### src/pam_pkg.sv
// Contract
// RULE1: Mask resets 0x2000; advisory bit 13 sticky RW.
// RULE2: Sticky RW masks at 12,8,7,6,0; rest zero.
// RULE3: Bit 7 reads one; bit 8 sticky check enable.
// RULE4: Bit 5 reads one; bit 6 sticky generate enable.
// RULE5: Bits 4:0 hold sticky first error pointer.
// RULE6: Header bits 127:64 logged at 0x11c, 0x120.
// RULE7: Bad DLLP raised when DLLP CRCs differ.
// RULE8: Masked error recorded but not signalled upstream.
//
// Package: register map, field layout, reset values of the error block.
// Assumes a 32-bit classic Wishbone bus with byte addresses.
package pam_pkg;
  localparam int ADR_W = 12;
  localparam int DAT_W = 32;
  localparam int SEL_W = 4;
  localparam int PTR_W = 5;
  localparam int HDR_W = 64;
  localparam int CRC_W = 16;
  localparam int IRQ_W = 3;

  // Register byte offsets
  localparam logic [ADR_W-1:0] OFS_COR_MASK = 12'h114;
  localparam logic [ADR_W-1:0] OFS_CAP_CTRL = 12'h118;
  localparam logic [ADR_W-1:0] OFS_HDR_LOG0 = 12'h11c;
  localparam logic [ADR_W-1:0] OFS_HDR_LOG1 = 12'h120;
  localparam logic [ADR_W-1:0] OFS_IRQ_STAT = 12'h140;
  localparam logic [ADR_W-1:0] OFS_IRQ_MASK = 12'h144;

  // Correctable error mask layout
  localparam int BIT_RX_ERR = 0;
  localparam int BIT_BAD_TLP = 6;
  localparam int BIT_BAD_DLLP = 7;
  localparam int BIT_REPLAY_ROLL = 8;
  localparam int BIT_REPLAY_TMO = 12;
  localparam int BIT_ADVISORY = 13;
  localparam logic [DAT_W-1:0] COR_MASK_WR = 32'h0000_31c1;
  localparam logic [DAT_W-1:0] COR_MASK_RST = 32'h0000_2000;

  // Capabilities and control layout
  localparam int BIT_GEN_CAP = 5;
  localparam int BIT_GEN_EN = 6;
  localparam int BIT_CHK_CAP = 7;
  localparam int BIT_CHK_EN = 8;
  localparam logic [DAT_W-1:0] CAP_CTRL_WR = 32'h0000_0140;
  localparam logic [DAT_W-1:0] CAP_CTRL_RO1 = 32'h0000_00a0;
  localparam logic [DAT_W-1:0] CAP_CTRL_RST = 32'h0000_00a0;

  // Interrupt status bits
  localparam int IRQ_COR_SIG = 0;
  localparam int IRQ_BAD_DLLP = 1;
  localparam int IRQ_HDR_CAP = 2;
  localparam logic [IRQ_W-1:0] IRQ_MASK_RST = 3'h0;
endpackage

### src/pam_req_if.sv
// Interface: one register request from the bus slave to the register core.
// Assumes both ends sit on clk_i; req is a one-cycle pulse.
`timescale 1ns/100ps
interface pam_req_if;
  import pam_pkg::*;
  logic req;
  logic we;
  logic [ADR_W-1:0] adr;
  logic [SEL_W-1:0] sel;
  logic [DAT_W-1:0] wdat;
  logic [DAT_W-1:0] rdat;
  modport bus (output req, output we, output adr, output sel, output wdat, input rdat);
  modport core (input req, input we, input adr, input sel, input wdat, output rdat);
endinterface

### src/pam_wb_slave.sv
// Classic Wishbone slave front end: one ack per cycle of cyc and stb.
// Assumes the master holds its request until it samples ack.
`timescale 1ns/100ps
module pam_wb_slave
  import pam_pkg::*;
(
  input wire logic clk_i,
  input wire logic rst_i,
  input wire logic wb_cyc_i,
  input wire logic wb_stb_i,
  input wire logic wb_we_i,
  input wire logic [ADR_W-1:0] wb_adr_i,
  input wire logic [SEL_W-1:0] wb_sel_i,
  input wire logic [DAT_W-1:0] wb_dat_i,
  output logic [DAT_W-1:0] wb_dat_o,
  output logic wb_ack_o,
  pam_req_if.bus rq
);
  typedef struct packed {
    logic ack;
    logic [DAT_W-1:0] dat;
  } pam_wb_st_t;

  pam_wb_st_t st_reg;
  pam_wb_st_t st_next;
  logic take;

  // Accept once per request; ack drops in the cycle after it is given
  assign take = wb_cyc_i && wb_stb_i && !st_reg.ack;
  assign rq.req = take;
  assign rq.we = wb_we_i;
  assign rq.adr = wb_adr_i;
  assign rq.sel = wb_sel_i;
  assign rq.wdat = wb_dat_i;

  // Read data is latched with the ack so it stays steady in that cycle
  always_comb begin
    st_next = st_reg;
    st_next.ack = take;
    if (take && !wb_we_i) begin
      st_next.dat = rq.rdat;
    end
  end

  always_ff @(posedge clk_i) begin
    if (rst_i) begin
      st_reg <= '0;
    end else begin
      st_reg <= st_next;
    end
  end

  assign wb_ack_o = st_reg.ack;
  assign wb_dat_o = st_reg.dat;
endmodule

### src/pam_err_regs.sv
// Correctable error mask, ECRC control, first error pointer and header log.
// Assumes status and severity registers live outside and feed the capture
// strobe; rst_sticky_i is the cold reset, rst_i the ordinary one.
`timescale 1ns/100ps
module pam_err_regs
  import pam_pkg::*;
(
  input wire logic clk_i,
  input wire logic rst_i,
  input wire logic rst_sticky_i,
  input wire logic wb_cyc_i,
  input wire logic wb_stb_i,
  input wire logic wb_we_i,
  input wire logic [ADR_W-1:0] wb_adr_i,
  input wire logic [SEL_W-1:0] wb_sel_i,
  input wire logic [DAT_W-1:0] wb_dat_i,
  output logic [DAT_W-1:0] wb_dat_o,
  output logic wb_ack_o,
  input wire logic [DAT_W-1:0] cor_err_i,
  input wire logic dllp_valid_i,
  input wire logic [CRC_W-1:0] dllp_crc_calc_i,
  input wire logic [CRC_W-1:0] dllp_crc_rx_i,
  input wire logic capture_i,
  input wire logic [PTR_W-1:0] capture_bit_i,
  input wire logic [HDR_W-1:0] capture_hdr_i,
  input wire logic log_release_i,
  output logic [DAT_W-1:0] cor_err_detect_o,
  output logic [DAT_W-1:0] cor_err_signal_o,
  output logic crc_check_enable_o,
  output logic crc_generate_enable_o,
  output logic irq_o
);
  typedef struct packed {
    logic [DAT_W-1:0] mask;
    logic [DAT_W-1:0] ctl;
    logic [PTR_W-1:0] ptr;
    logic [DAT_W-1:0] hdr0;
    logic [DAT_W-1:0] hdr1;
    logic held;
    logic [DAT_W-1:0] detect;
    logic [DAT_W-1:0] signal;
    logic [IRQ_W-1:0] irq_stat;
    logic [IRQ_W-1:0] irq_mask;
  } pam_st_t;

  localparam pam_st_t ST_RESET = '{
    mask: COR_MASK_RST,
    ctl: CAP_CTRL_RST & CAP_CTRL_WR,
    ptr: '0,
    hdr0: '0,
    hdr1: '0,
    held: 1'b0,
    detect: '0,
    signal: '0,
    irq_stat: '0,
    irq_mask: IRQ_MASK_RST
  };

  pam_st_t st_reg;
  pam_st_t st_next;
  pam_req_if rq();
  logic bad_dllp;
  logic [DAT_W-1:0] cor_now;
  logic wr_hit;
  logic rd_hit;
  logic [DAT_W-1:0] rd_val;

  // Merge write data into writable bits of enabled byte lanes only
  function automatic logic [DAT_W-1:0] wr_merge(
    input logic [DAT_W-1:0] old,
    input logic [DAT_W-1:0] wdat,
    input logic [SEL_W-1:0] sel,
    input logic [DAT_W-1:0] wmask
  );
    logic [DAT_W-1:0] lane;
    lane = '0;
    for (int i = 0; i < SEL_W; i++) begin
      lane[i*8 +: 8] = {8{sel[i]}};
    end
    return (old & ~(lane & wmask)) | (wdat & lane & wmask);
  endfunction

  pam_wb_slave u_wb (
    .clk_i(clk_i),
    .rst_i(rst_i || rst_sticky_i),
    .wb_cyc_i(wb_cyc_i),
    .wb_stb_i(wb_stb_i),
    .wb_we_i(wb_we_i),
    .wb_adr_i(wb_adr_i),
    .wb_sel_i(wb_sel_i),
    .wb_dat_i(wb_dat_i),
    .wb_dat_o(wb_dat_o),
    .wb_ack_o(wb_ack_o),
    .rq(rq.bus)
  );

  // DLLP CRC compare; a mismatch is a bad link packet
  assign bad_dllp = dllp_valid_i && (dllp_crc_calc_i != dllp_crc_rx_i); // [RULE7]
  assign cor_now = (cor_err_i | (DAT_W'(bad_dllp) << BIT_BAD_DLLP)) & COR_MASK_WR;
  assign wr_hit = rq.req && rq.we;
  assign rd_hit = rq.req && !rq.we;

  // Read mux; constant capability bits are not storage, so they cannot be lost
  always_comb begin
    unique case (rq.adr)
      OFS_COR_MASK: rd_val = st_reg.mask & COR_MASK_WR; // [RULE1] [RULE2]
      OFS_CAP_CTRL: rd_val = (st_reg.ctl & CAP_CTRL_WR) | CAP_CTRL_RO1 |
                             DAT_W'(st_reg.ptr); // [RULE3] [RULE4] [RULE5]
      OFS_HDR_LOG0: rd_val = st_reg.hdr0; // [RULE6]
      OFS_HDR_LOG1: rd_val = st_reg.hdr1; // [RULE6]
      OFS_IRQ_STAT: rd_val = DAT_W'(st_reg.irq_stat);
      OFS_IRQ_MASK: rd_val = DAT_W'(st_reg.irq_mask);
      default: rd_val = '0; // Unmapped reads as zero
    endcase
  end
  assign rq.rdat = rd_val;

  // Next state: writes, error detection, header capture, interrupt flags
  always_comb begin
    st_next = st_reg;
    // Writable controls, byte-lane aware; mask and ctl are sticky, irq_mask is not
    if (wr_hit && rq.adr == OFS_COR_MASK) begin
      st_next.mask = wr_merge(st_reg.mask, rq.wdat, rq.sel, COR_MASK_WR); // [RULE1] [RULE2]
    end
    if (wr_hit && rq.adr == OFS_CAP_CTRL) begin
      st_next.ctl = wr_merge(st_reg.ctl, rq.wdat, rq.sel, CAP_CTRL_WR); // [RULE3] [RULE4]
    end
    if (wr_hit && rq.adr == OFS_IRQ_MASK) begin
      st_next.irq_mask = IRQ_W'(wr_merge(DAT_W'(st_reg.irq_mask), rq.wdat, rq.sel,
                                         DAT_W'({IRQ_W{1'b1}})));
    end
    // Status is recorded whatever the mask; only upstream signalling is gated
    st_next.detect = cor_now; // [RULE8]
    st_next.signal = cor_now & ~st_reg.mask; // [RULE8]
    // First uncorrectable error freezes pointer and header until released
    if (capture_i && !st_reg.held) begin
      st_next.ptr = capture_bit_i; // [RULE5]
      st_next.hdr0 = capture_hdr_i[HDR_W-1 -: DAT_W]; // [RULE6]
      st_next.hdr1 = capture_hdr_i[DAT_W-1:0]; // [RULE6]
      st_next.held = 1'b1;
    end else if (log_release_i) begin
      st_next.held = 1'b0;
    end
    // Read clears the flags, a same-cycle event wins over the clear
    if (rd_hit && rq.adr == OFS_IRQ_STAT) begin
      st_next.irq_stat = '0;
    end
    if (|(cor_now & ~st_reg.mask)) begin
      st_next.irq_stat[IRQ_COR_SIG] = 1'b1;
    end
    if (bad_dllp) begin
      st_next.irq_stat[IRQ_BAD_DLLP] = 1'b1;
    end
    if (capture_i && !st_reg.held) begin
      st_next.irq_stat[IRQ_HDR_CAP] = 1'b1;
    end
    // Ordinary reset spares the sticky fields
    if (rst_i) begin
      st_next.held = ST_RESET.held;
      st_next.detect = ST_RESET.detect;
      st_next.signal = ST_RESET.signal;
      st_next.irq_stat = ST_RESET.irq_stat;
      st_next.irq_mask = ST_RESET.irq_mask;
    end
  end

  // Cold reset restores everything, sticky fields included
  always_ff @(posedge clk_i) begin
    if (rst_sticky_i) begin
      st_reg <= ST_RESET;
    end else begin
      st_reg <= st_next;
    end
  end

  // Outputs straight from flip-flops, except irq_o, an AND-OR of irq_stat and irq_mask
  assign cor_err_detect_o = st_reg.detect;
  assign cor_err_signal_o = st_reg.signal;
  assign crc_check_enable_o = st_reg.ctl[BIT_CHK_EN]; // [RULE3]
  assign crc_generate_enable_o = st_reg.ctl[BIT_GEN_EN]; // [RULE4]
  assign irq_o = |(st_reg.irq_stat & st_reg.irq_mask);
endmodule

### config.mk
export PLATFORM = sky130hd
export DESIGN_NAME = pam_err_regs
export DESIGN_NICKNAME = d
export VERILOG_FILES = /design/src/pam_pkg.sv /design/src/pam_req_if.sv /design/src/pam_wb_slave.sv /design/src/pam_err_regs.sv
export SDC_FILE = /design/constraint.sdc
export NUM_CORES = 1
export LEC_CHECK = 0
export BUFFER_PORTS_ARGS = -buffer_cell sky130_fd_sc_hd__buf_2
export CAP_MARGIN = 20
export CORE_ASPECT_RATIO = 1.4
export CORE_MARGIN = 4
export CORE_UTILIZATION = 40
export CTS_BUF_LIST = sky130_fd_sc_hd__clkbuf_16
export DETAILED_ROUTE_END_ITERATION = 8
export PLACE_DENSITY = 0.8
export SLEW_MARGIN = 25
export SYNTH_ARGS = -nofsm -noshare
export SYNTH_HDL_FRONTEND = slang
export SYNTH_SLANG_ARGS = --single-unit
### constraint.sdc
create_clock -name clk_i -period 1.6 [get_ports clk_i]
set_input_delay 0.24 -clock clk_i [delete_from_list [all_inputs] [get_ports clk_i]]
set_output_delay 0.24 -clock clk_i [all_outputs]
set_load 0.02 [all_outputs]
; Yosys cells after proc, flatten, opt, wreduce, memory -nomap -nowiden
; Cells that the tools add are included.
[totals]
memories = 0
output_inout_bits = 100
register_bits = 237
rom_bits = 0
latch_bits = 0
in_bits = 190
elab_cells = 65
ramBits = 0
[classes]
n_reduce_logical = 21
bitwise = 15
muxes = 7
n_addsub = 0
eq_ne = 7
n_div = 0
multipliers = 0
shifts = 0
order_cmp = 0
[op_table]
columns = cell, n
row1 = case mux 32 bit (6 select lines), 1
row2 = "== test 12 x 9 -> 1 bit, second input constant", 6
row3 = AND 32 bit, 2
row4 = AND 14 x 32 -> 32 bit, 1
row5 = NOT 14 -> 32 bit, 1
row6 = NOT 32 bit, 1
row7 = NOT 9 -> 32 bit, 1
row8 = OR 32 x 14 -> 32 bit, 1
row9 = OR 32 x 9 -> 32 bit, 1
row10 = OR reduction 32 bit, 1
row11 = inequality test 16 bit, 1
row12 = AND 14 bit, 1
row13 = OR 14 x 8 -> 14 bit, 1
row14 = logical AND 1 bit, 10
row15 = OR 9 x 5 -> 9 bit, 1
row16 = nonzero test 2 bit, 4
row17 = AND 3 bit, 2
row18 = 2-to-1 mux 1 bit, 5
row19 = logical NOT 1 bit, 3
row20 = 2-to-1 mux 3 bit, 1
row21 = NOT 3 bit, 1
row22 = OR 3 bit, 1
row23 = OR reduction 3 bit, 1
row24 = OR reduction 2 bit, 1
row25 = logical OR 1 bit, 1

; Depth between registers and ports, before layout
; Gate-level depths: netlist (run 1).
[logic_depth]
ltp_word = 6
depth_mapped = 8

; Cells and area by module
; A second synthesis (run 1) with hierarchy kept.
[unflattened]
hier_cells = 761
hier_area_um2 = 6477.5
[modules_own_cells]
columns = mod, area_per_inst_um2, cells_per_inst, instances
row1 = pam_err_regs, 4593.2, 568, 1
row2 = pam_wb_slave, 1884.3, 193, 1

; Least setup slack after synthesis (run 1)
; No wires, ideal clock.
[synth_timing]
kind = input to register
start = input port wb_adr_i[9]
end = register with a tool-made name
path_stages = 6
t_arrival_ns = 1.568
path_buffers = 1
setup_slack_ns = -0.096
cell_sequence = or4b_4 -> nand4bb_1 -> buf_6 -> nor3_1 -> mux2i_1 -> nor2_1
[synth_rtl]
columns = item, line
row1 = from (decl), pam_err_regs.sv:14  ; input wire logic [ADR_W-1:0] wb_adr_i,

==> results of run 1 <==
==> cells by family (layout without fill, tap and decap cells) <==
family | count (synthesis) | after routing | share of synthesized area
buffers and inverters | 116 | 270 | 0.1283
xor gates and xnor gates | 16 | 16 | 0.02444
other | 1 | 53 | 0.0006541
AOI/OAI and AO/OA | 157 | 157 | 0.1602
muxes | 18 | 18 | 0.03186
DFF | 129 | 129 | 0.4505
and+or+nand+nor | 257 | 257 | 0.2041
==> metal layers <==
metal | up-vias | global-route usage | routed length, um | part of all wire
met5 | - | 0 | 11 | 0.00069
met4 | 2 | 0.07236 | 357 | 0.022
met3 | 34 | 0.05826 | 1496 | 0.094
met2 | 223 | 0.3539 | 8419 | 0.53
met1 | 2408 | 0.1852 | 5669 | 0.36
li1 | 2608 | - | - | -
==> worst max-delay path, stage by stage, from the launching register on <==
cell and delay [ps]:
dfxtp_2 320, a222oi_1 380, inv_1 100, buf_6 140
==> power breakdown <==
group / switching, mW / internal (mW)
sequential: 0.0623 / 3.34
clock: 1.48 / 2.16
combinational: 0.477 / 0.310
==> stage by stage <==
| stage | worst slack, ps | instance area [sq um] | setup TNS, ps |
|---|---|---|---|
| 2_1_floorplan | -61.45 | 5947 | -1210 |
| 3_3_place_gp | -314.2 | 6817 | -8768 |
| 3_5_place_dp | -348.1 | 6817 | -9877 |
| 4_1_cts | 3.830 | 7378 | 0 |
| 5_1_grt | -65.86 | 7411 | -65.86 |
| 6_report | 12.15 | 7413 | 0 |
==> worst min-delay path by stage <==
stage	start	to	slack, ps
floorplan	wb_dat_i[13]	flip-flop	360
global placement	u_wb.wb_dat_o[12]	u_wb.wb_dat_o[12]	430
detailed placement	u_wb.wb_dat_o[12]	u_wb.wb_dat_o[12]	440
CTS	wb_dat_i[13]	flip-flop	40
global route	wb_dat_i[13]	flip-flop	50
finish	wb_dat_i[13]	flip-flop	60
==> cell type report <==
| cell class | count | area share |
|---|---|---|
| Multi-Input combinational cell | 500 | 0.3585 |
| Sequential cell | 129 | 0.3487 |
| Tap cell | 185 | 0.03122 |
| Inverter | 8 | 0.004051 |
| Clock inverter | 15 | 0.01840 |
| Antenna cell | 1 | 0.0003376 |
| Timing Repair Buffer | 230 | 0.1814 |
| Clock buffer | 17 | 0.05738 |
==> cell usage in the layout, fill, tap and decap left out, drive strengths merged, types with 5 or more instances in the layout <==
cell / netlist / routed
clkbuf: 33 / 17
inv: 8 / 15
nor4: 6 / 6
a22oi: 24 / 24
nor2: 26 / 26
xor2: 16 / 16
a21oi: 78 / 78
nor3: 8 / 8
dfxtp: 129 / 129
mux2i: 16 / 16
nor2b: 5 / 5
conb: 1 / 52
nor3b: 5 / 5
clkinv: 0 / 6
and2: 7 / 7
o21ai: 37 / 37
buf: 75 / 230
nand2: 175 / 175
and3: 5 / 5
==> repair_timing <==
action                     CTS  global route
hold buffers                 0             0
gates resized for setup      0             5
setup endpoints to repair    0             3
hold endpoints to repair     0             0
buffers inserted             0             1
==> results.txt, run 1 <==
Largest net degree at the start of global routing -> 78
Number of synthesized flops with an enable pin -> 0
IO buf count -> 185
Total power -> 7.821 mW
Hold Vio Cnt, Final -> 0
FP Rows -> 51
Syn Std Cell Area -> 0.005733 sq mm
Clock transition at path regs -> 60 ps
FMAX -> 629.8 MHz
Layout Skew -> 5.630 ps
Synthesis warning total -> 0
Slew headroom -> 0.6521
Worst-Skew Late Latency -> 400 ps
Num CTS Buffers -> 17
CORE AREA -> 0.01397 sq mm
Dpl hpwl -> 11,930 um
Layout overhead on the synthesized area -> 29.31%
Clk sinks -> 129
Root Driver -> clkbuf_16
Worst Setup End Kind -> output port
Utilization after layout -> 0.5305
VDD IR max -> 0.5802 mV
Layout cells sized above 1 -> 0.3148
Cell variety after synth -> 51
Sequential fraction of the synthesis area -> 0.4505
WP data required -> 1360 ps
Hold Path Cell Cnt -> 2
Leading area contributor after synthesis -> dfxtp_1
Reg area -> 0.002585 sq mm
Mean Syn Cell Area -> 8.261 sq um
Drt first-iter violations -> 181
Post-Route WL -> 15,950 um
Post-DRT Antenna Nets -> 0
Initial Utilization -> 0.4102
Most common library cells after synthesis -> 174 x nand2_1, 129 x dfxtp_1, 78 x a21oi_1
Largest register FFs -> 73
Setup crit end -> irq_o
Grt ovf -> 0
Vias in the first global route -> 4,995
TritonCTS clock tree -> done
Gate count after technology mapping -> 694
Pleak -> 3.298 nW
Area fraction of the dominant cell type after synthesis -> 0.4505
Overall routing resource usage -> 0.1867
Crit Reg-Reg Startpoint -> u_wb.wb_ack_o
DIE HEIGHT -> 149.7 um
Status -> finished clean
Pwr/cell area -> 1055 mW/mm^2
Die W -> 109.2 um
Share of flip-flops with an asynchronous set or reset -> 0
Number of cells after detailed placement -> 1,051
Full die area -> 0.01634 sq mm
Final period utilization -> 0.9924
Layout Nets -> 1,076
Setup violations, final -> 0
DR vias -> 5,275
Arrival time worst endpoint -> 1350 ps
CP Max Fanout -> 2
DRC viols -> 0
Maxcap violations -> 0
Final Max Tran Viols -> 0
Final worst path period need -> 1588 ps
Area of the multi-input gates -> 0.002658 sq mm
Worst Tran Pin Value -> 520.7 ps
Via-per-instance ratio -> 4.862
Final cell count without fillers -> 1,085
Hold_ws -> 55.03 ps
Drt pass-1 iters -> 4
I/O pins -> 290
Min-Delay Path Class -> in -> reg
Setup CP Type -> reg -> out
Fill cells -> 1,339
Global-route wire length before repair -> 23,380 um
Top area cells in the synthesized netlist -> dfxtp_1 45%, nand2_1 11%, buf_4 8.4%, a21oi_1 6.8%, a22oi_1 3.1%
Clock tree buffer depth -> 2
Htree depth -> 4
Gp weighted congestion -> 0.8413
Most frequent cell after synthesis -> nand2_1
RSZ-0062 raised after global routing -> yes
Register-to-Register Path Depth -> 6
Dominant synthesized flop cell -> dfxtp_1
Flops & latches, synth -> 129
R2r setup slk -> 110 ps
Setup crit start kind -> flip-flop
Initial antenna violation count -> 1
Avg WL per Cell -> 14.70 um
No activity file was read; power rests on OpenSTA's default activity.
==> inputs of run 2 (changes only) <==
CORE_ASPECT_RATIO = unset   (was 1.4)
==> run 2 against run 1 <==
  * Sequential share of layout area decreased by 0.22 points
  * Clock power is 15% higher
  * Sequential cell count is the same
  * Worst setup slack improved by 23 ps
  * Highest routed layer unchanged
  * Non-clock buffer count shrank 2
==> results.txt, run 2 (synthesis results as in run 1) <==
Drt first-iter violations -> 289
Maxcap violations -> 0
Pwr/cell area -> 1123 mW/mm^2
Layout overhead on the synthesized area -> 30.05%
CP Max Fanout -> 3
WP data required -> 1360 ps
Routed wire length on met3 -> 1356 um
Final period utilization -> 0.9779
Hold Crit Start -> wb_dat_i[13]
FP Rows -> 43
Total power -> 8.372 mW
Htree depth -> 4
DR vias -> 5,263
Cell area after layout -> 0.007456 sq mm
Power share of the combinational group -> 0.094
Max Used Layer -> met5
DRC viols -> 0
Die W -> 127.7 um
Global-route wire length before repair -> 25,400 um
Clk sinks -> 129
Layout Skew -> 5.899 ps
Post-DRT Antenna Nets -> 0
Most frequent cells in the layout -> 184 x buf_2, 174 x nand2_1, 128 x dfxtp_1
Overall routing resource usage -> 0.1955
Arrival time worst endpoint -> 1320 ps
Sw Pwr -> 1.982 mW
DIE HEIGHT -> 127.7 um
Setup CP Type -> reg -> out
Worst-Skew Late Latency -> 410 ps
Largest register FFs -> 73
Status -> finished clean
FMAX -> 639.1 MHz
Clock tree buffer depth -> 2
Clock power share -> 0.500
Final worst path period need -> 1565 ps
Dpl hpwl -> 11,860 um
Setup violations, final -> 0
# diodes -> 0
Full die area -> 0.01631 sq mm
IO buf count -> 185
Vias in the first global route -> 5,028
Crit Reg-Reg Startpoint -> u_wb.wb_ack_o
Via-per-instance ratio -> 4.887
Layout Nets -> 1,074
RSZ-0062 raised after global routing -> yes
WL met2 -> 8004 um
I/O pins -> 290
Root Driver -> clkbuf_16
Setup ws final -> 35.36 ps
Initial Utilization -> 0.4114
Post-CTS Hold Buffers -> 0
Slew headroom -> 0.5912
Hold Vio Cnt, Final -> 0
Post-Route WL -> 16,350 um
Most common cell after layout, fill and taps aside -> buf_2
P_int -> 6.390 mW
TritonCTS clock tree -> done
Register share of total power -> 0.406
Num CTS Buffers -> 17
Worst Tran Pin Value -> 613.2 ps
Clock transition at path regs -> 60 ps
Min-Delay Path Class -> in -> reg
Grt ovf -> 0
Gp weighted congestion -> 0.9415
CORE AREA -> 0.01393 sq mm
Layout cells sized above 1 -> 0.3155
Final Max Tran Viols -> 0
TNS Setup -> 0 ps
VDD IR max -> 0.8001 mV
Initial antenna violation count -> 2
Avg WL per Cell -> 15.18 um
Worst Setup End Kind -> output port
Pleak -> 3.291 nW
Area after DPL -> 0.006783 sq mm
Dpl ws -> -340.0 ps
Switch share -> 0.2367
Metal-1 WL -> 6663 um
Fill cells -> 1,340
Drt pass-1 iters -> 5
Setup crit start kind -> flip-flop
Largest net degree at the start of global routing -> 59
Utilization after layout -> 0.5351
run 2: path summary, 6_finish.rpt:
| path | endpoint | slack [ps] | cells past startpoint |
|---|---|---|---|
| max | irq_o | 40 | 3 |
| min | flip-flop | 40 | 2 |
| max reg2reg | flip-flop | 40 | 6 |
| min reg2reg | u_wb.wb_dat_o[28] | 440 | 2 |
run 2: cell type report:
cell class | instances | area [sq um] | area share
clock buffer | 17 | 425.4 | 0.05706
multi-input combinational | 500 | 2658 | 0.3564
timing repair buffer | 228 | 1318 | 0.1767
inverter | 8 | 30.03 | 0.004028
clock inverter | 15 | 216.5 | 0.02903
tap | 180 | 225.2 | 0.03021
sequential | 129 | 2584 | 0.3465
run 2: routing by layer:
| layer | up-vias | track usage |
|---|---|---|
| met2 | 182 | 0.3204 |
| met3 | 29 | 0.06625 |
| met4 | 4 | 0.06804 |
| met5 | - | 0 |
| met1 | 2437 | 0.2403 |
| li1 | 2611 | - |
run 2: power groups by stage:
stage | logic, mW | registers (mW) | clock network [mW]
after detailed placement | 0.775 | 3.47 | 0
after global routing | 0.871 | 3.41 | 4.38
after floorplan | 0.562 | 3.45 | 0
after CTS | 0.782 | 3.40 | 4.24
final | 0.786 | 3.40 | 4.19
after global placement | 0.761 | 3.46 | 0
run 2: critical path, cell delays in order (launching register included):
cell and delay (ps):
dfxtp_2 330, a222oi_1 350, inv_1 100, buf_6 140
run 2: repair_timing:
action,CTS,global route
resized for setup,0,7
setup endpoints to repair,0,4
buffers inserted,0,1
run 2: through the flow:
step / hold slack [ps] / std cells
final: 38.82 / 1077
after global routing: 29.35 / 1077
after CTS: 21.97 / 1076
after detailed placement: 439.4 / 1044
after global placement: 431.3 / 1044
after floorplan: 357.8 / 745
==> inputs of run 3 (changes only) <==
BUFFER_PORTS_ARGS = -buffer_cell sky130_fd_sc_hd__buf_4   (was -buffer_cell sky130_fd_sc_hd__buf_2)
==> run 3 against run 2 <==
  * Design area is 6.0% higher
  * Sequential share of layout area is 2.0 points lower
  * Via count is 0.84% lower
  * Routed wire length is 1.8% lower
  * Critical path depth stayed put
  * Clock skew is 7.8 ps higher
  * Combinational power is 13% higher
  * Hold slack hardly changed
  * Die area stayed put
  * Fmax is 3.8% higher
  * Worst setup slack better by 58 ps
  * Critical endpoint unchanged
  * Largest cell class unchanged
  * Largest power group unchanged
  * Highest routed layer unchanged
==> results.txt, run 3 (synthesis results as in run 1) <==
Status -> finished clean
Initial Utilization -> 0.4114
Layout cells sized above 1 -> 0.3087
Largest register FFs -> 73
DRC viols -> 0
Sw Pwr -> 1.907 mW
Layout Skew -> 13.69 ps
Setup CP Type -> reg -> out
CP Cell Sequence -> a222oi_1 > inv_1 > buf_4
CP Max Fanout -> 3
Largest net degree at the start of global routing -> 78
# diodes -> 0
FMAX -> 663.5 MHz
Setup ws final -> 92.88 ps
Maxcap violations -> 0
Global-route wire length before repair -> 24,850 um
Max Used Layer -> met5
Full die area -> 0.01631 sq mm
Pleak -> 3.419 nW
Overall routing resource usage -> 0.1915
Post-CTS setup buffers -> 0
TritonCTS clock tree -> done
Worst-Skew Late Latency -> 410 ps
Post-Route WL -> 16,050 um
P_int -> 6.466 mW
Worst Setup End Kind -> output port
WP data required -> 1360 ps
Clock power share -> 0.488
Final Max Tran Viols -> 0
Drt first-iter violations -> 326
Arrival time worst endpoint -> 1270 ps
Dpl ws -> -342.6 ps
Dpl hpwl -> 11,690 um
Slew headroom -> 0.4235
Root Driver -> clkbuf_16
Num CTS Buffers -> 17
Via-per-instance ratio -> 4.859
Register share of total power -> 0.407
Clock tree buffer depth -> 2
Metal-1 WL -> 6811 um
Worst Tran Pin Value -> 864.8 ps
R2r setup slk -> 130 ps
Final worst path period need -> 1507 ps
Drt pass-1 iters -> 5
Layout overhead on the synthesized area -> 37.80%
Post_cts resized -> 0
Avg WL per Cell -> 14.94 um
Post-DRT Antenna Nets -> 0
Layout Nets -> 1,071
Most common cell after layout, fill and taps aside -> buf_4
Switch share -> 0.2277
Vias in the first global route -> 4,828
IO buf count -> 185
Routed wire length on met3 -> 1247 um
Setup violations, final -> 0
Power share of the combinational group -> 0.106
VDD IR max -> 0.7341 mV
I/O pins -> 290
Worst path bufs/invs -> 2
Min-Delay Path Class -> in -> reg
Area after DPL -> 0.007243 sq mm
WL met2 -> 7629 um
Initial antenna violation count -> 1
Most frequent cells in the layout -> 219 x buf_4, 174 x nand2_1, 129 x dfxtp_1
DIE HEIGHT -> 127.7 um
CORE AREA -> 0.01393 sq mm
Hold Vio Cnt, Final -> 0
Clock transition at path regs -> 50 ps
Crit path max-delay family -> flip-flops
Grt ovf -> 0
Post-CTS Hold Buffers -> 0
Cell area after layout -> 0.007900 sq mm
Clk sinks -> 129
Setup crit start kind -> flip-flop
Gp weighted congestion -> 0.8640
DR vias -> 5,219
Htree depth -> 4
FP Rows -> 43
Crit-path max cell delay -> 320 ps
Die W -> 127.7 um
Pwr/cell area -> 1060 mW/mm^2
Final period utilization -> 0.9419
Slowest-stage cell, CP -> dfxtp_1
run 3: power groups by stage:
stage	clock network, mW	registers [mW]	logic, mW
after floorplan	0	3.45	0.562
after global placement	0	3.47	0.863
after detailed placement	0	3.47	0.875
after CTS	4.16	3.40	0.880
after global routing	4.29	3.42	0.969
final	4.08	3.40	0.886
run 3: metal layers:
| metal | track usage | vias up |
|---|---|---|
| li1 | - | 2599 |
| met1 | 0.2428 | 2409 |
| met2 | 0.3053 | 181 |
| met3 | 0.06375 | 28 |
| met4 | 0.06804 | 2 |
| met5 | 0 | - |
run 3: final timing paths:
| kind | start | to | cells after the start |
|---|---|---|---|
| worst max-delay path | st_reg[5] | irq_o | 3 |
| worst min-delay path | wb_dat_i[13] | flip-flop | 2 |
| worst max register to register | u_wb.wb_ack_o | flip-flop | 6 |
| worst min register to register | u_wb.wb_dat_o[25] | u_wb.wb_dat_o[25] | 2 |
run 3: metrics by stage:
step	power (mW)	setup TNS, ps	hold slack [ps]	cells	util
after floorplan	4.013	-1210	357.8	745	-
after global placement	4.331	-8932	436.2	1042	0.5198
after detailed placement	4.345	-10500	444.4	1042	0.5198
after CTS	8.439	0	19.59	1074	0.5645
after global routing	8.679	-3.676	41.57	1074	0.5669
final	8.373	0	38.33	1074	0.5669
run 3: cell type report:
class	count	area, sq um
flip-flops and latches	129	2582
inverters	8	30.03
multi-input cells	500	2675
repair buffers	225	1764
clock buffers	17	425.4
well taps	180	225.2
fillers	1257	6035
clock inverters	15	197.7
